File: src/verilog/uart_wm_pkg.sv
// Purpose: Shared constants and types for the UART watermark and baud block
// Assumes: 100 MHz bus clock, AHB-Lite word access
// Notes:   Offsets are byte addresses of aligned 32-bit registers
package uart_wm_pkg;

  // ----------------------------------------------------------------------
  // Clock and line rate
  // ----------------------------------------------------------------------
  localparam int unsigned CLK_HZ = 100_000_000;
  localparam int unsigned BAUD_HZ = 115200;
  // Stored divisor is the divide ratio minus one
  localparam logic [15:0] DIV_INIT =
    16'((CLK_HZ + BAUD_HZ / 2) / BAUD_HZ - 1);

  // ----------------------------------------------------------------------
  // Register map
  // ----------------------------------------------------------------------
  localparam int ADDR_W = 8;
  localparam logic [7:0] OFS_TXCTRL = 8'h08;
  localparam logic [7:0] OFS_RXCTRL = 8'h0c;
  localparam logic [7:0] OFS_IRQ_EN = 8'h10;
  localparam logic [7:0] OFS_IRQ_PEND = 8'h14;
  localparam logic [7:0] OFS_DIV = 8'h18;
  localparam logic [7:0] OFS_EVT = 8'h1c;
  localparam logic [7:0] OFS_EVT_MASK = 8'h20;

  // ----------------------------------------------------------------------
  // Field layout
  // ----------------------------------------------------------------------
  localparam int TXEN_BIT = 0;
  localparam int NSTOP_BIT = 1;
  localparam int RXEN_BIT = 0;
  localparam int CNT_LSB = 16;
  localparam int CNT_MSB = 18;
  localparam int WM_TX_BIT = 0;
  localparam int WM_RX_BIT = 1;
  localparam int DIV_MSB = 15;
  localparam logic [1:0] WM_RST = 2'h0;
  localparam logic [2:0] CNT_RST = 3'h0;

  // ----------------------------------------------------------------------
  // Queues and oversampling
  // ----------------------------------------------------------------------
  localparam int QCNT_W = 4;
  localparam logic [3:0] QDEPTH = 4'h8;
  localparam int OSR_SHIFT = 4;
  localparam logic [3:0] VOTE_PHASE = 4'h9;

  // ----------------------------------------------------------------------
  // Types
  // ----------------------------------------------------------------------
  typedef struct packed {
    logic [QCNT_W-1:0] tx_count;
    logic [QCNT_W-1:0] rx_count;
  } queue_level_t;

  typedef struct packed {
    logic txen;
    logic nstop;
    logic rxen;
  } line_ctrl_t;

  typedef enum logic [1:0] {
    DP_IDLE = 2'b00,
    DP_READ = 2'b01,
    DP_WRITE = 2'b10
  } dphase_t;

endpackage

File: src/verilog/uart_watermark_irq_baud_gen.sv
// Purpose: UART watermark interrupts and shared baud rate generation
// Assumes: Queue occupancy counts arrive on the bus clock
// Notes:   AHB-Lite slave with zero wait states, always OKAY
//
// Design decision made here: the AHB-Lite register port.
`timescale 1ns/1ps

module uart_watermark_irq_baud_gen
  import uart_wm_pkg::*;
#(
  parameter logic [15:0] DIV_RESET = DIV_INIT
) (
  // Clock and reset
  input wire logic hclk,
  input wire logic hresetn,
  // AHB-Lite slave
  input wire logic hsel,
  input wire logic [31:0] haddr,
  input wire logic [1:0] htrans,
  input wire logic hwrite,
  input wire logic [2:0] hsize,
  input wire logic [31:0] hwdata,
  input wire logic hready,
  output logic [31:0] hrdata,
  output logic hreadyout,
  output logic hresp,
  // Queue occupancy from the rest of the UART
  input wire queue_level_t qlevel,
  // Serial line and character framing
  input wire logic rxd,
  input wire logic rx_realign,
  // Control and timing to the framers
  output line_ctrl_t line_ctrl,
  output logic tx_baud_tick,
  output logic rx_bit_strobe,
  output logic rx_bit_value,
  // Interrupt
  output logic irq
);

  // ----------------------------------------------------------------------
  // Functions
  // ----------------------------------------------------------------------
  function automatic logic [2:0] cnt_field(input logic [31:0] w);
    cnt_field = w[CNT_MSB:CNT_LSB];
  endfunction

  function automatic logic majority3(input logic [2:0] s);
    majority3 = (s[0] & s[1]) | (s[1] & s[2]) | (s[0] & s[2]);
  endfunction

  function automatic logic [3:0] clamp_q(input logic [3:0] c);
    clamp_q = (c > QDEPTH) ? QDEPTH : c;
  endfunction

  // ----------------------------------------------------------------------
  // Registers
  // ----------------------------------------------------------------------
  dphase_t dphase_ff;
  logic [ADDR_W-1:0] addr_ff;
  logic [31:0] rdata_ff;
  logic txen_ff;
  logic nstop_ff;
  logic rxen_ff;
  logic [2:0] txcnt_ff;
  logic [2:0] rxcnt_ff;
  logic [1:0] wm_en_ff;
  logic [1:0] wm_pend_ff;
  logic [1:0] evt_ff;
  logic [1:0] evt_mask_ff;
  logic [15:0] div_ff;
  logic irq_ff;

  logic [1:0] nxt_wm_pend;
  logic [31:0] nxt_rdata;
  logic addr_take;
  logic wr_now;
  logic div_wr;
  logic [3:0] tx_level;
  logic [3:0] rx_level;

  // ----------------------------------------------------------------------
  // Bus address phase
  // ----------------------------------------------------------------------
  assign addr_take = hsel & hready & htrans[1];
  assign wr_now = (dphase_ff == DP_WRITE);
  assign hreadyout = 1'b1;
  assign hresp = 1'b0;
  assign hrdata = rdata_ff;

  always_ff @(posedge hclk or negedge hresetn) begin
    if (!hresetn) begin
      dphase_ff <= DP_IDLE;
      addr_ff <= '0;
    end else if (hready) begin
      if (addr_take) begin
        dphase_ff <= hwrite ? DP_WRITE : DP_READ;
        addr_ff <= haddr[ADDR_W-1:0];
      end else begin
        dphase_ff <= DP_IDLE;
      end
    end
  end

  // ----------------------------------------------------------------------
  // Read data, captured in the address phase
  // ----------------------------------------------------------------------
  always_comb begin
    nxt_rdata = '0;
    case (haddr[ADDR_W-1:0])
      OFS_TXCTRL: begin
        nxt_rdata[TXEN_BIT] = txen_ff;
        nxt_rdata[NSTOP_BIT] = nstop_ff;
        nxt_rdata[CNT_MSB:CNT_LSB] = txcnt_ff;
      end
      OFS_RXCTRL: begin
        nxt_rdata[RXEN_BIT] = rxen_ff;
        nxt_rdata[CNT_MSB:CNT_LSB] = rxcnt_ff;
      end
      OFS_IRQ_EN: nxt_rdata[1:0] = wm_en_ff;
      OFS_IRQ_PEND: nxt_rdata[1:0] = wm_pend_ff;
      OFS_DIV: nxt_rdata[DIV_MSB:0] = div_ff;
      OFS_EVT: nxt_rdata[1:0] = evt_ff;
      OFS_EVT_MASK: nxt_rdata[1:0] = evt_mask_ff;
      default: nxt_rdata = '0;
    endcase
  end

  always_ff @(posedge hclk or negedge hresetn) begin
    if (!hresetn) begin
      rdata_ff <= '0;
    end else if (addr_take && !hwrite) begin
      rdata_ff <= nxt_rdata;
    end
  end

  // ----------------------------------------------------------------------
  // Control registers
  // ----------------------------------------------------------------------
  always_ff @(posedge hclk or negedge hresetn) begin
    if (!hresetn) begin
      txen_ff <= 1'b0;
      nstop_ff <= 1'b0;
      txcnt_ff <= CNT_RST;
    end else if (wr_now && addr_ff == OFS_TXCTRL) begin
      txen_ff <= hwdata[TXEN_BIT];
      nstop_ff <= hwdata[NSTOP_BIT];
      txcnt_ff <= cnt_field(hwdata);
    end
  end

  always_ff @(posedge hclk or negedge hresetn) begin
    if (!hresetn) begin
      rxen_ff <= 1'b0;
      rxcnt_ff <= CNT_RST;
    end else if (wr_now && addr_ff == OFS_RXCTRL) begin
      rxen_ff <= hwdata[RXEN_BIT];
      rxcnt_ff <= cnt_field(hwdata);
    end
  end

  always_ff @(posedge hclk or negedge hresetn) begin
    if (!hresetn) begin
      wm_en_ff <= WM_RST;
    end else if (wr_now && addr_ff == OFS_IRQ_EN) begin
      wm_en_ff <= hwdata[1:0];
    end
  end

  always_ff @(posedge hclk or negedge hresetn) begin
    if (!hresetn) begin
      evt_mask_ff <= WM_RST;
    end else if (wr_now && addr_ff == OFS_EVT_MASK) begin
      evt_mask_ff <= hwdata[1:0];
    end
  end

  assign div_wr = wr_now && (addr_ff == OFS_DIV);

  always_ff @(posedge hclk or negedge hresetn) begin
    if (!hresetn) begin
      div_ff <= DIV_RESET;
    end else if (div_wr) begin
      div_ff <= hwdata[DIV_MSB:0];
    end
  end

  assign line_ctrl = '{txen: txen_ff, nstop: nstop_ff, rxen: rxen_ff};

  // ----------------------------------------------------------------------
  // Watermark conditions
  // ----------------------------------------------------------------------
  assign tx_level = clamp_q(qlevel.tx_count);
  assign rx_level = clamp_q(qlevel.rx_count);

  always_comb begin
    nxt_wm_pend[WM_TX_BIT] = tx_level < {1'b0, txcnt_ff};
    nxt_wm_pend[WM_RX_BIT] = rx_level > {1'b0, rxcnt_ff};
  end

  // Pending tracks live levels every cycle, never latched
  always_ff @(posedge hclk or negedge hresetn) begin
    if (!hresetn) begin
      wm_pend_ff <= WM_RST;
    end else begin
      wm_pend_ff <= nxt_wm_pend;
    end
  end

  // Sticky event on each rising condition; set beats clear
  always_ff @(posedge hclk or negedge hresetn) begin
    if (!hresetn) begin
      evt_ff <= WM_RST;
    end else if (wr_now && addr_ff == OFS_EVT) begin
      evt_ff <= (evt_ff & ~hwdata[1:0]) | (nxt_wm_pend & ~wm_pend_ff);
    end else begin
      evt_ff <= evt_ff | (nxt_wm_pend & ~wm_pend_ff);
    end
  end

  always_ff @(posedge hclk or negedge hresetn) begin
    if (!hresetn) begin
      irq_ff <= 1'b0;
    end else begin
      irq_ff <= |(nxt_wm_pend & wm_en_ff) | |(evt_ff & evt_mask_ff);
    end
  end

  assign irq = irq_ff;

  // ----------------------------------------------------------------------
  // Transmit bit rate
  // ----------------------------------------------------------------------
  logic [15:0] tx_div_ff;
  logic tx_tick_ff;

  always_ff @(posedge hclk or negedge hresetn) begin
    if (!hresetn) begin
      tx_div_ff <= '0;
      tx_tick_ff <= 1'b0;
    end else if (div_wr) begin
      tx_div_ff <= '0;
      tx_tick_ff <= 1'b0;
    end else if (tx_div_ff >= div_ff) begin
      tx_div_ff <= '0;
      tx_tick_ff <= 1'b1;
    end else begin
      tx_div_ff <= tx_div_ff + 16'h0001;
      tx_tick_ff <= 1'b0;
    end
  end

  assign tx_baud_tick = tx_tick_ff;

  // ----------------------------------------------------------------------
  // Receive oversampling
  // ----------------------------------------------------------------------
  logic rxd_meta_ff;
  logic rxd_sync_ff;
  logic [15:0] os_lim;
  logic [15:0] os_cnt_ff;
  logic os_tick;
  logic [3:0] phase_ff;
  logic [1:0] smp_ff;
  logic strobe_ff;
  logic value_ff;

  always_ff @(posedge hclk or negedge hresetn) begin
    if (!hresetn) begin
      rxd_meta_ff <= 1'b1;
      rxd_sync_ff <= 1'b1;
    end else begin
      rxd_meta_ff <= rxd;
      rxd_sync_ff <= rxd_meta_ff;
    end
  end

  // Sixteen sample ticks per bit; ratios under sixteen tick every cycle
  assign os_lim = ((div_ff + 16'h0001) >> OSR_SHIFT) - 16'h0001;
  assign os_tick = rxen_ff && (os_cnt_ff >= os_lim || os_lim == 16'hffff);

  always_ff @(posedge hclk or negedge hresetn) begin
    if (!hresetn) begin
      os_cnt_ff <= '0;
    end else if (!rxen_ff || rx_realign || div_wr || os_tick) begin
      os_cnt_ff <= '0;
    end else begin
      os_cnt_ff <= os_cnt_ff + 16'h0001;
    end
  end

  always_ff @(posedge hclk or negedge hresetn) begin
    if (!hresetn) begin
      phase_ff <= '0;
      smp_ff <= '1;
    end else if (!rxen_ff || rx_realign) begin
      phase_ff <= '0;
      smp_ff <= '1;
    end else if (os_tick) begin
      phase_ff <= phase_ff + 4'h1;
      smp_ff <= {smp_ff[0], rxd_sync_ff};
    end
  end

  // Vote over the three samples ending at the vote phase
  always_ff @(posedge hclk or negedge hresetn) begin
    if (!hresetn) begin
      strobe_ff <= 1'b0;
      value_ff <= 1'b1;
    end else if (os_tick && phase_ff == VOTE_PHASE && !rx_realign) begin
      strobe_ff <= 1'b1;
      value_ff <= majority3({smp_ff, rxd_sync_ff});
    end else begin
      strobe_ff <= 1'b0;
    end
  end

  assign rx_bit_strobe = strobe_ff;
  assign rx_bit_value = value_ff;

endmodule

File: config.mk
export PLATFORM = sky130hd
export DESIGN_NAME = uart_watermark_irq_baud_gen
export DESIGN_NICKNAME = d
export VERILOG_FILES = /design/src/verilog/uart_wm_pkg.sv /design/src/verilog/uart_watermark_irq_baud_gen.sv
export SDC_FILE = /design/constraint.sdc
export NUM_CORES = 1
export LEC_CHECK = 0
export BUFFER_PORTS_ARGS = -buffer_cell sky130_fd_sc_hd__buf_2
export CAP_MARGIN = 5
export CORE_MARGIN = 2
export CORE_UTILIZATION = 60
export DETAILED_ROUTE_END_ITERATION = 16
export PLACE_DENSITY = 0.87
export SLEW_MARGIN = 10
export SYNTH_ARGS = -nofsm -noshare
export SYNTH_HDL_FRONTEND = slang
export SYNTH_SLANG_ARGS = --single-unit
File: constraint.sdc
create_clock -name hclk -period 5.3 [get_ports hclk]
set_input_delay 0.53 -clock hclk [delete_from_list [all_inputs] [get_ports hclk]]
set_output_delay 0.53 -clock hclk [all_outputs]
set_load 0.05 [all_outputs]
==> flow_summary.yaml, run 1 <==
outcome:
  outcome: "finished clean"
synth:
  synth_commonest_cells: "dfrtp_1 (95), ha_1 (43), nor2_1 (39)"
  ys_ff_latch: 106
  synth_top_area_share_pct: 40.07
  syn-instance-count: 564
  yosysUniqueCellTypes: 62
  avgSynthCellArea_um2: 10.52
  yosys.area.top_type: "dfrtp_1"
  async_flop_share_pct: 100.0
  yosysSeqAreaShare_pct: 44.94
  synth_top_cells_by_area: "dfrtp_1 (40%), ha_1 (9.1%), mux2_2 (6.3%)"
  yosys_warnings: 0
  yosysMostFrequentCell: "dfrtp_1"
  synth_flop_cell: "dfrtp_1"
  synth-edff-count: 0
  netlist_area_mm2: 0.005933
floorplan:
  die_h_um: 103.4
  dieArea_mm2: 0.01070
  fp-row-count: 36
  io_pins: 125
  die_w_um: 103.4
  start_util_pct: 61.27
  coreArea_mm2: 0.009684
setup_path:
  cp.arrival_ns: 4.37
  path_max_fanout: 16
  startpoint_type: "flip-flop"
  worstSetupEndpointType: "flip-flop"
  worst_ep_required_time_ns: 5.59
  critical-path-slowest-cell: "dfstp_2"
  critical_path.cell_chain: "nand4_1 > nor2_1 > xnor2_1 > ha_1 > nand2_1 > nor3_1 > a31oi_1 > xnor2_1 > ha_1 > a21o_1 > a221oi_1 > o211a_1 > nand4_1 > nor2_1"
  crit_type: "reg2reg"
  slowest_delay_ns: 0.59
sta:
  finalCritPeriodShare_pct: 77.05
  period_needed_ns: 4.084
  setup_viol: 0
  grt_setup_unrepaired: "false"
  hold_slack_ns: 0.1738
  slew_headroom_pct: 31.71
  finClkSkew_ns: 0.009612
  fmax_mhz: 244.9
  finalSetupTns_ns: 0
  tightest_slew_ns: 1.024
  hold_violations: 0
  slew_violations: 0
routing:
  vias: 4406
  drt_iter0_markers: 231
  ant_nets: 0
  viasPerCell: 5.767
  wl_um: 12250
  drc: 0
  avgRoutedWirePerCell_um: 16.03
  drt-pass1-iter-count: 5
clocking:
  cts_tree: "yes"
  cts_inserted_buffers: 9
  htree_levels: 3
  cts.repair.resized: 0
  postCtsSetupBuffers: 0
  clockRootBuffer: "clkbuf_8"
  clk-insertion-delay-late_ns: 0.37
  cts_hold_buf: 0
  clk_path_buf_depth: 2
  numClockSinks: 106
  clkTransAtPathRegs_ns: 0.10
final_layout:
  drive_gt1_share_pct: 22.50
  post-route-util_pct: 67.27
  syn_to_final_growth_pct: 9.806
  regArea_mm2: 0.002666
  multi_input_area_mm2: 0.003003
  diodes: 0
  fill_cells: 726
  stdcell_area_mm2: 0.006515
  layout.nets: 753
global_route:
  grt_start_max_net_pins: 55
  grtUsageTotal_pct: 24.91
  antenna_found_initial: 0
  grt_pass1_wl_um: 20730
  grt-ovfl-total: 0
  grt_pass1_vias: 4486
pwr:
  ir_drop_uv: 192.5
  clkPwrFrac_pct: 28.3
  finalPower_mw: 1.810
  p_leak_nw: 3.153
  cell_internal_pwr_mw: 1.277
  swShare_pct: 29.42
  p_seq_share_pct: 53.2
  p_comb_share_pct: 18.4
  power_density_mw_per_mm2: 277.8
  switching_power_uw: 532.5
worst_hold_path:
  hold_path_class: "in2async"
placement:
  numPortBuffers: 68
  place_hpwl_um: 9100
  place_area_mm2: 0.006310
  globalplace.congestion: 0.8362
job:
  maxCapViolCount: 0
==> registers in the layout, indices dropped and copies added (netlist names), 2 cells and up <==
name,flops
wm_pend_ff,2
txcnt_ff,3
os_cnt_ff,16
dphase_ff,2
wm_en_ff,2
evt_mask_ff,2
evt_ff,2
div_ff,16
phase_ff,4
rxcnt_ff,3
smp_ff,2
tx_div_ff,16
hrdata,19
addr_ff,8
==> power groups by stage <==
stage	clock (mW)	combinational [mW]	sequential, mW
2_1_floorplan	0	0.260	0.953
3_3_place_gp	0	0.311	0.969
3_5_place_dp	0	0.334	0.976
4_1_cts	0.521	0.337	0.961
5_1_grt	0.554	0.380	0.974
6_report	0.513	0.334	0.963
==> per-stage QoR <==
stage | worst slack (ns) | std cells
global route | 0.8097 | 764
finish | 1.216 | 764
global placement | 1.344 | 748
detailed placement | 1.241 | 748
CTS | 1.214 | 764
floorplan | 1.957 | 577
==> cells in the final DEF (no fill, tap or decap), drive strengths merged, types with 4 or more instances in the layout <==
cell    netlist  routed
dfstp        11      11
a21oi         9       9
a21o          8       8
a22o         16      16
xor2         19      19
mux2i         7       7
nand2        36      36
nor3         21      21
nand2b       10      10
xnor2        21      21
buf          22      71
and2          4       4
nor2         39      39
nor2b        10      10
inv          29      30
ha           43      43
clkbuf       11      13
o21ai        15      15
nand3        24      24
dfrtp        95      95
nand3b        4       4
a211oi        4       4
and3         12      12
nand4        10      10
conb          2      15
mux2         34      34
o21a          4       4
==> worst paths after layout <==
kind,depth (start not counted),slack (ns),start,to
max,14,1.22,div_ff[0],os_cnt_ff[14]
min,1,0.17,hresetn,rxcnt_ff[1]
max reg2reg,14,1.22,div_ff[0],os_cnt_ff[14]
min reg2reg,0,0.36,rxd_meta_ff,rxd_sync_ff
max in group asynchronous,2,4.01,hresetn,os_cnt_ff[15]
min in group hclk,1,0.25,rxd,rxd_meta_ff
==> worst max-delay path, delay by kind of cell (launching register included) <==
| family | cells | cell delay (ns) |
|---|---|---|
| AO/OA/AOI/OAI | 4 | 1.01 |
| XOR/XNOR | 2 | 0.33 |
| flip-flops | 1 | 0.59 |
| AND/OR/NAND/NOR | 6 | 1.46 |
| adder cells (fa/ha/maj) | 2 | 0.61 |
==> layout make-up <==
class	count	share of cell area [%]
Inverter	29	1.671
Tap cell	133	2.554
Clock buffer	13	2.439
Timing Repair Buffer	71	5.608
Sequential cell	106	40.93
Clock inverter	3	0.7106
Multi-Input combinational cell	409	46.09
==> logic make-up (layout without fill, tap and decap cells) <==
| group | Yosys count | count (layout) | synth area share [%] |
|---|---|---|---|
| AOI/OAI and AO/OA | 77 | 77 | 9.342 |
| DFF | 106 | 106 | 44.94 |
| muxes | 43 | 43 | 8.393 |
| buffers and inverters | 62 | 116 | 5.272 |
| xor gates and xnor gates | 40 | 40 | 5.905 |
| other | 2 | 15 | 0.1266 |
| and+or+nand+nor | 190 | 190 | 16.79 |
| adders and majority gates | 44 | 44 | 9.237 |
==> layer usage <==
metal	vias to the layer above	share of wire [%]	global-route usage (%)
li1	2080	-	-
met1	2181	43	32.18
met2	117	50	41.64
met3	28	3.8	3.696
met4	0	2.8	11.44
met5	-	0	0
No activity file was read; power rests on OpenSTA's default activity.
==> inputs of run 2 (changes only) <==
Settings changed: CORE_UTILIZATION 60 to 55, PLACE_DENSITY 0.87 to 0.8.
Clock period 5.3 ns to 3.9 ns, I/O delays scaled along.
==> run 2 against run 1 <==
Net effect:
- combinational power up 41%
- largest power group unchanged
- utilization shrank 4.4 points
- sequential cell count unchanged
- via count shrank 0.91%
- highest routed layer unchanged
- global-route usage down 3.0 points
- maximum frequency increased by 12%
- critical path type unchanged
- sequential power up 35%
- critical path depth is 1 higher
- clock skew rose by 0.0075 ns
- largest cell class unchanged
==> flow_summary.yaml, run 2 (synthesis gave the netlist of run 1 again) <==
outcome:
  outcome: "finished clean"
floorplan:
  fp-row-count: 37
  dieArea_mm2: 0.01163
  io_pins: 125
  start_util_pct: 56.96
  die_w_um: 107.9
  die_h_um: 107.9
  coreArea_mm2: 0.01042
setup_path:
  worstSetupEndpointType: "flip-flop"
  crit_start: "div_ff[0]"
  regToRegSetupSlack_ns: 0.26
  crit_end: "os_cnt_ff[8]"
  rr_worst_depth: 15
  startpoint_type: "flip-flop"
  crit_type: "reg2reg"
  path_max_fanout: 16
  rr_endpoint: "os_cnt_ff[8]"
  rr_startpoint: "div_ff[0]"
  worst_ep_required_time_ns: 4.21
  cp.arrival_ns: 3.94
pwr:
  finalPower_mw: 2.445
  ir_drop_uv: 270.2
  p_leak_nw: 3.171
  power_density_mw_per_mm2: 373.2
sta:
  hold_slack_ns: 0.1060
  tightest_slew_ns: 1.069
  hold_violations: 0
  period_needed_ns: 3.636
  slew_headroom_pct: 28.70
  finalCritPeriodShare_pct: 93.24
  slew_violations: 0
  setup_viol: 0
  finalSetupTns_ns: 0
  finClkSkew_ns: 0.01714
  fmax_mhz: 275.0
global_route:
  grtUsageTotal_pct: 21.94
  antenna_found_initial: 0
  grt_start_max_net_pins: 88
  grt_pass1_wl_um: 20270
  busiest_layer: "met2"
  use_met2_pct: 35.94
  gr-usage-met1_pct: 28.82
  grt_pass1_vias: 4305
  grt-ovfl-total: 0
  grt_util_met3_pct: 2.603
routing:
  drt-pass1-iter-count: 4
  wl_um: 12260
  drc: 0
  viasPerCell: 5.655
  avgRoutedWirePerCell_um: 15.87
  ant_nets: 0
  vias: 4366
  drt_iter0_markers: 197
clocking:
  cts_tree: "yes"
  htree_levels: 3
  clk-insertion-delay-late_ns: 0.38
  clockRootBuffer: "clkbuf_8"
  numClockSinks: 106
  clkTransAtPathRegs_ns: 0.10
  clk_path_buf_depth: 2
  cts_inserted_buffers: 9
final_layout:
  drive_gt1_share_pct: 23.58
  largest_reg_flops: 19
  syn_to_final_growth_pct: 10.42
  mostFrequentLayoutCell: "dfrtp_1"
  layout_common_cells: "dfrtp_1 (95), buf_2 (67), ha_1 (42)"
  post-route-util_pct: 62.89
  diodes: 0
  layout.nets: 758
worst_hold_path:
  hold_path_class: "in2reg"
job:
  maxCapViolCount: 0
placement:
  place_hpwl_um: 9142
  numPortBuffers: 68
  globalplace.congestion: 0.8044
==> run 2: changes by cell type in the layout (fill, tap and decap cells not counted) <==
| cell | delta |
|---|---|
| a21oi_1 | -1 |
| a21oi_2 | +1 |
| a221oi_1 | -1 |
| a221oi_2 | +1 |
| buf_4 | +5 |
| clkbuf_8 | -2 |
| clkinv_2 | +2 |
| clkinv_4 | +1 |
| ha_1 | -1 |
| ha_2 | +1 |
| inv_6 | -1 |
==> run 2: final cells by class <==
class	count	area, um^2
Clock buffer	11	131.4
Clock inverter	5	56.30
Fill cell	836	3865
Inverter	29	108.9
Multi-Input combinational cell	409	3015
Sequential cell	106	2666
Tap cell	136	170.2
Timing Repair Buffer	76	402.9
==> run 2: metal layers <==
metal	share of wire, %	routed length (um)
met1	44	5405
met2	50	6136
met3	2.8	340
met4	3.0	373
met5	0	0
==> run 2: stage by stage <==
stage,instance area (um^2),std cells,setup slack [ns]
after global placement,6344,755,0.3795
after detailed placement,6344,755,0.2125
after floorplan,5982,577,0.5574
after CTS,6531,771,0.1884
final,6551,772,0.2638
after global routing,6551,772,-0.05327
==> run 2: worst min-delay path by stage <==
stage | from | endpoint | slack, ns | cells past startpoint
finish | rxd | rxd_meta_ff | 0.11 | 1
CTS | rxd | rxd_meta_ff | 0.1 | 1
floorplan | hresetn | addr_ff[0] | 0.09 | 0
global route | rxd | rxd_meta_ff | 0.09 | 1
global placement | rxd_meta_ff | rxd_sync_ff | 0.35 | 0
detailed placement | rxd_meta_ff | rxd_sync_ff | 0.35 | 0
==> run 2: critical path: stages, from the launching register on <==
cell and delay [ns]:
dfstp_2 0.61, nand4_1 0.21, nor2_1 0.17, xnor2_1 0.18
ha_2 0.27, nand2_1 0.06, nor3_1 0.21, a31oi_1 0.10
xnor2_1 0.19, ha_1 0.27, a21o_1 0.20, a221oi_2 0.36
o211a_1 0.29, nand4_1 0.11, buf_4 0.22, nor2_1 0.12
==> run 2: repair_timing <==
action,CTS,global route
hold buffers,0,0
setup endpoints to repair,0,22
gates resized for setup,0,3
setup buffers,0,1
==> run 2: where the power goes <==
part           switching [mW]  internal (mW)
logic                   0.258          0.212
clock network           0.376          0.297
registers               0.106           1.20
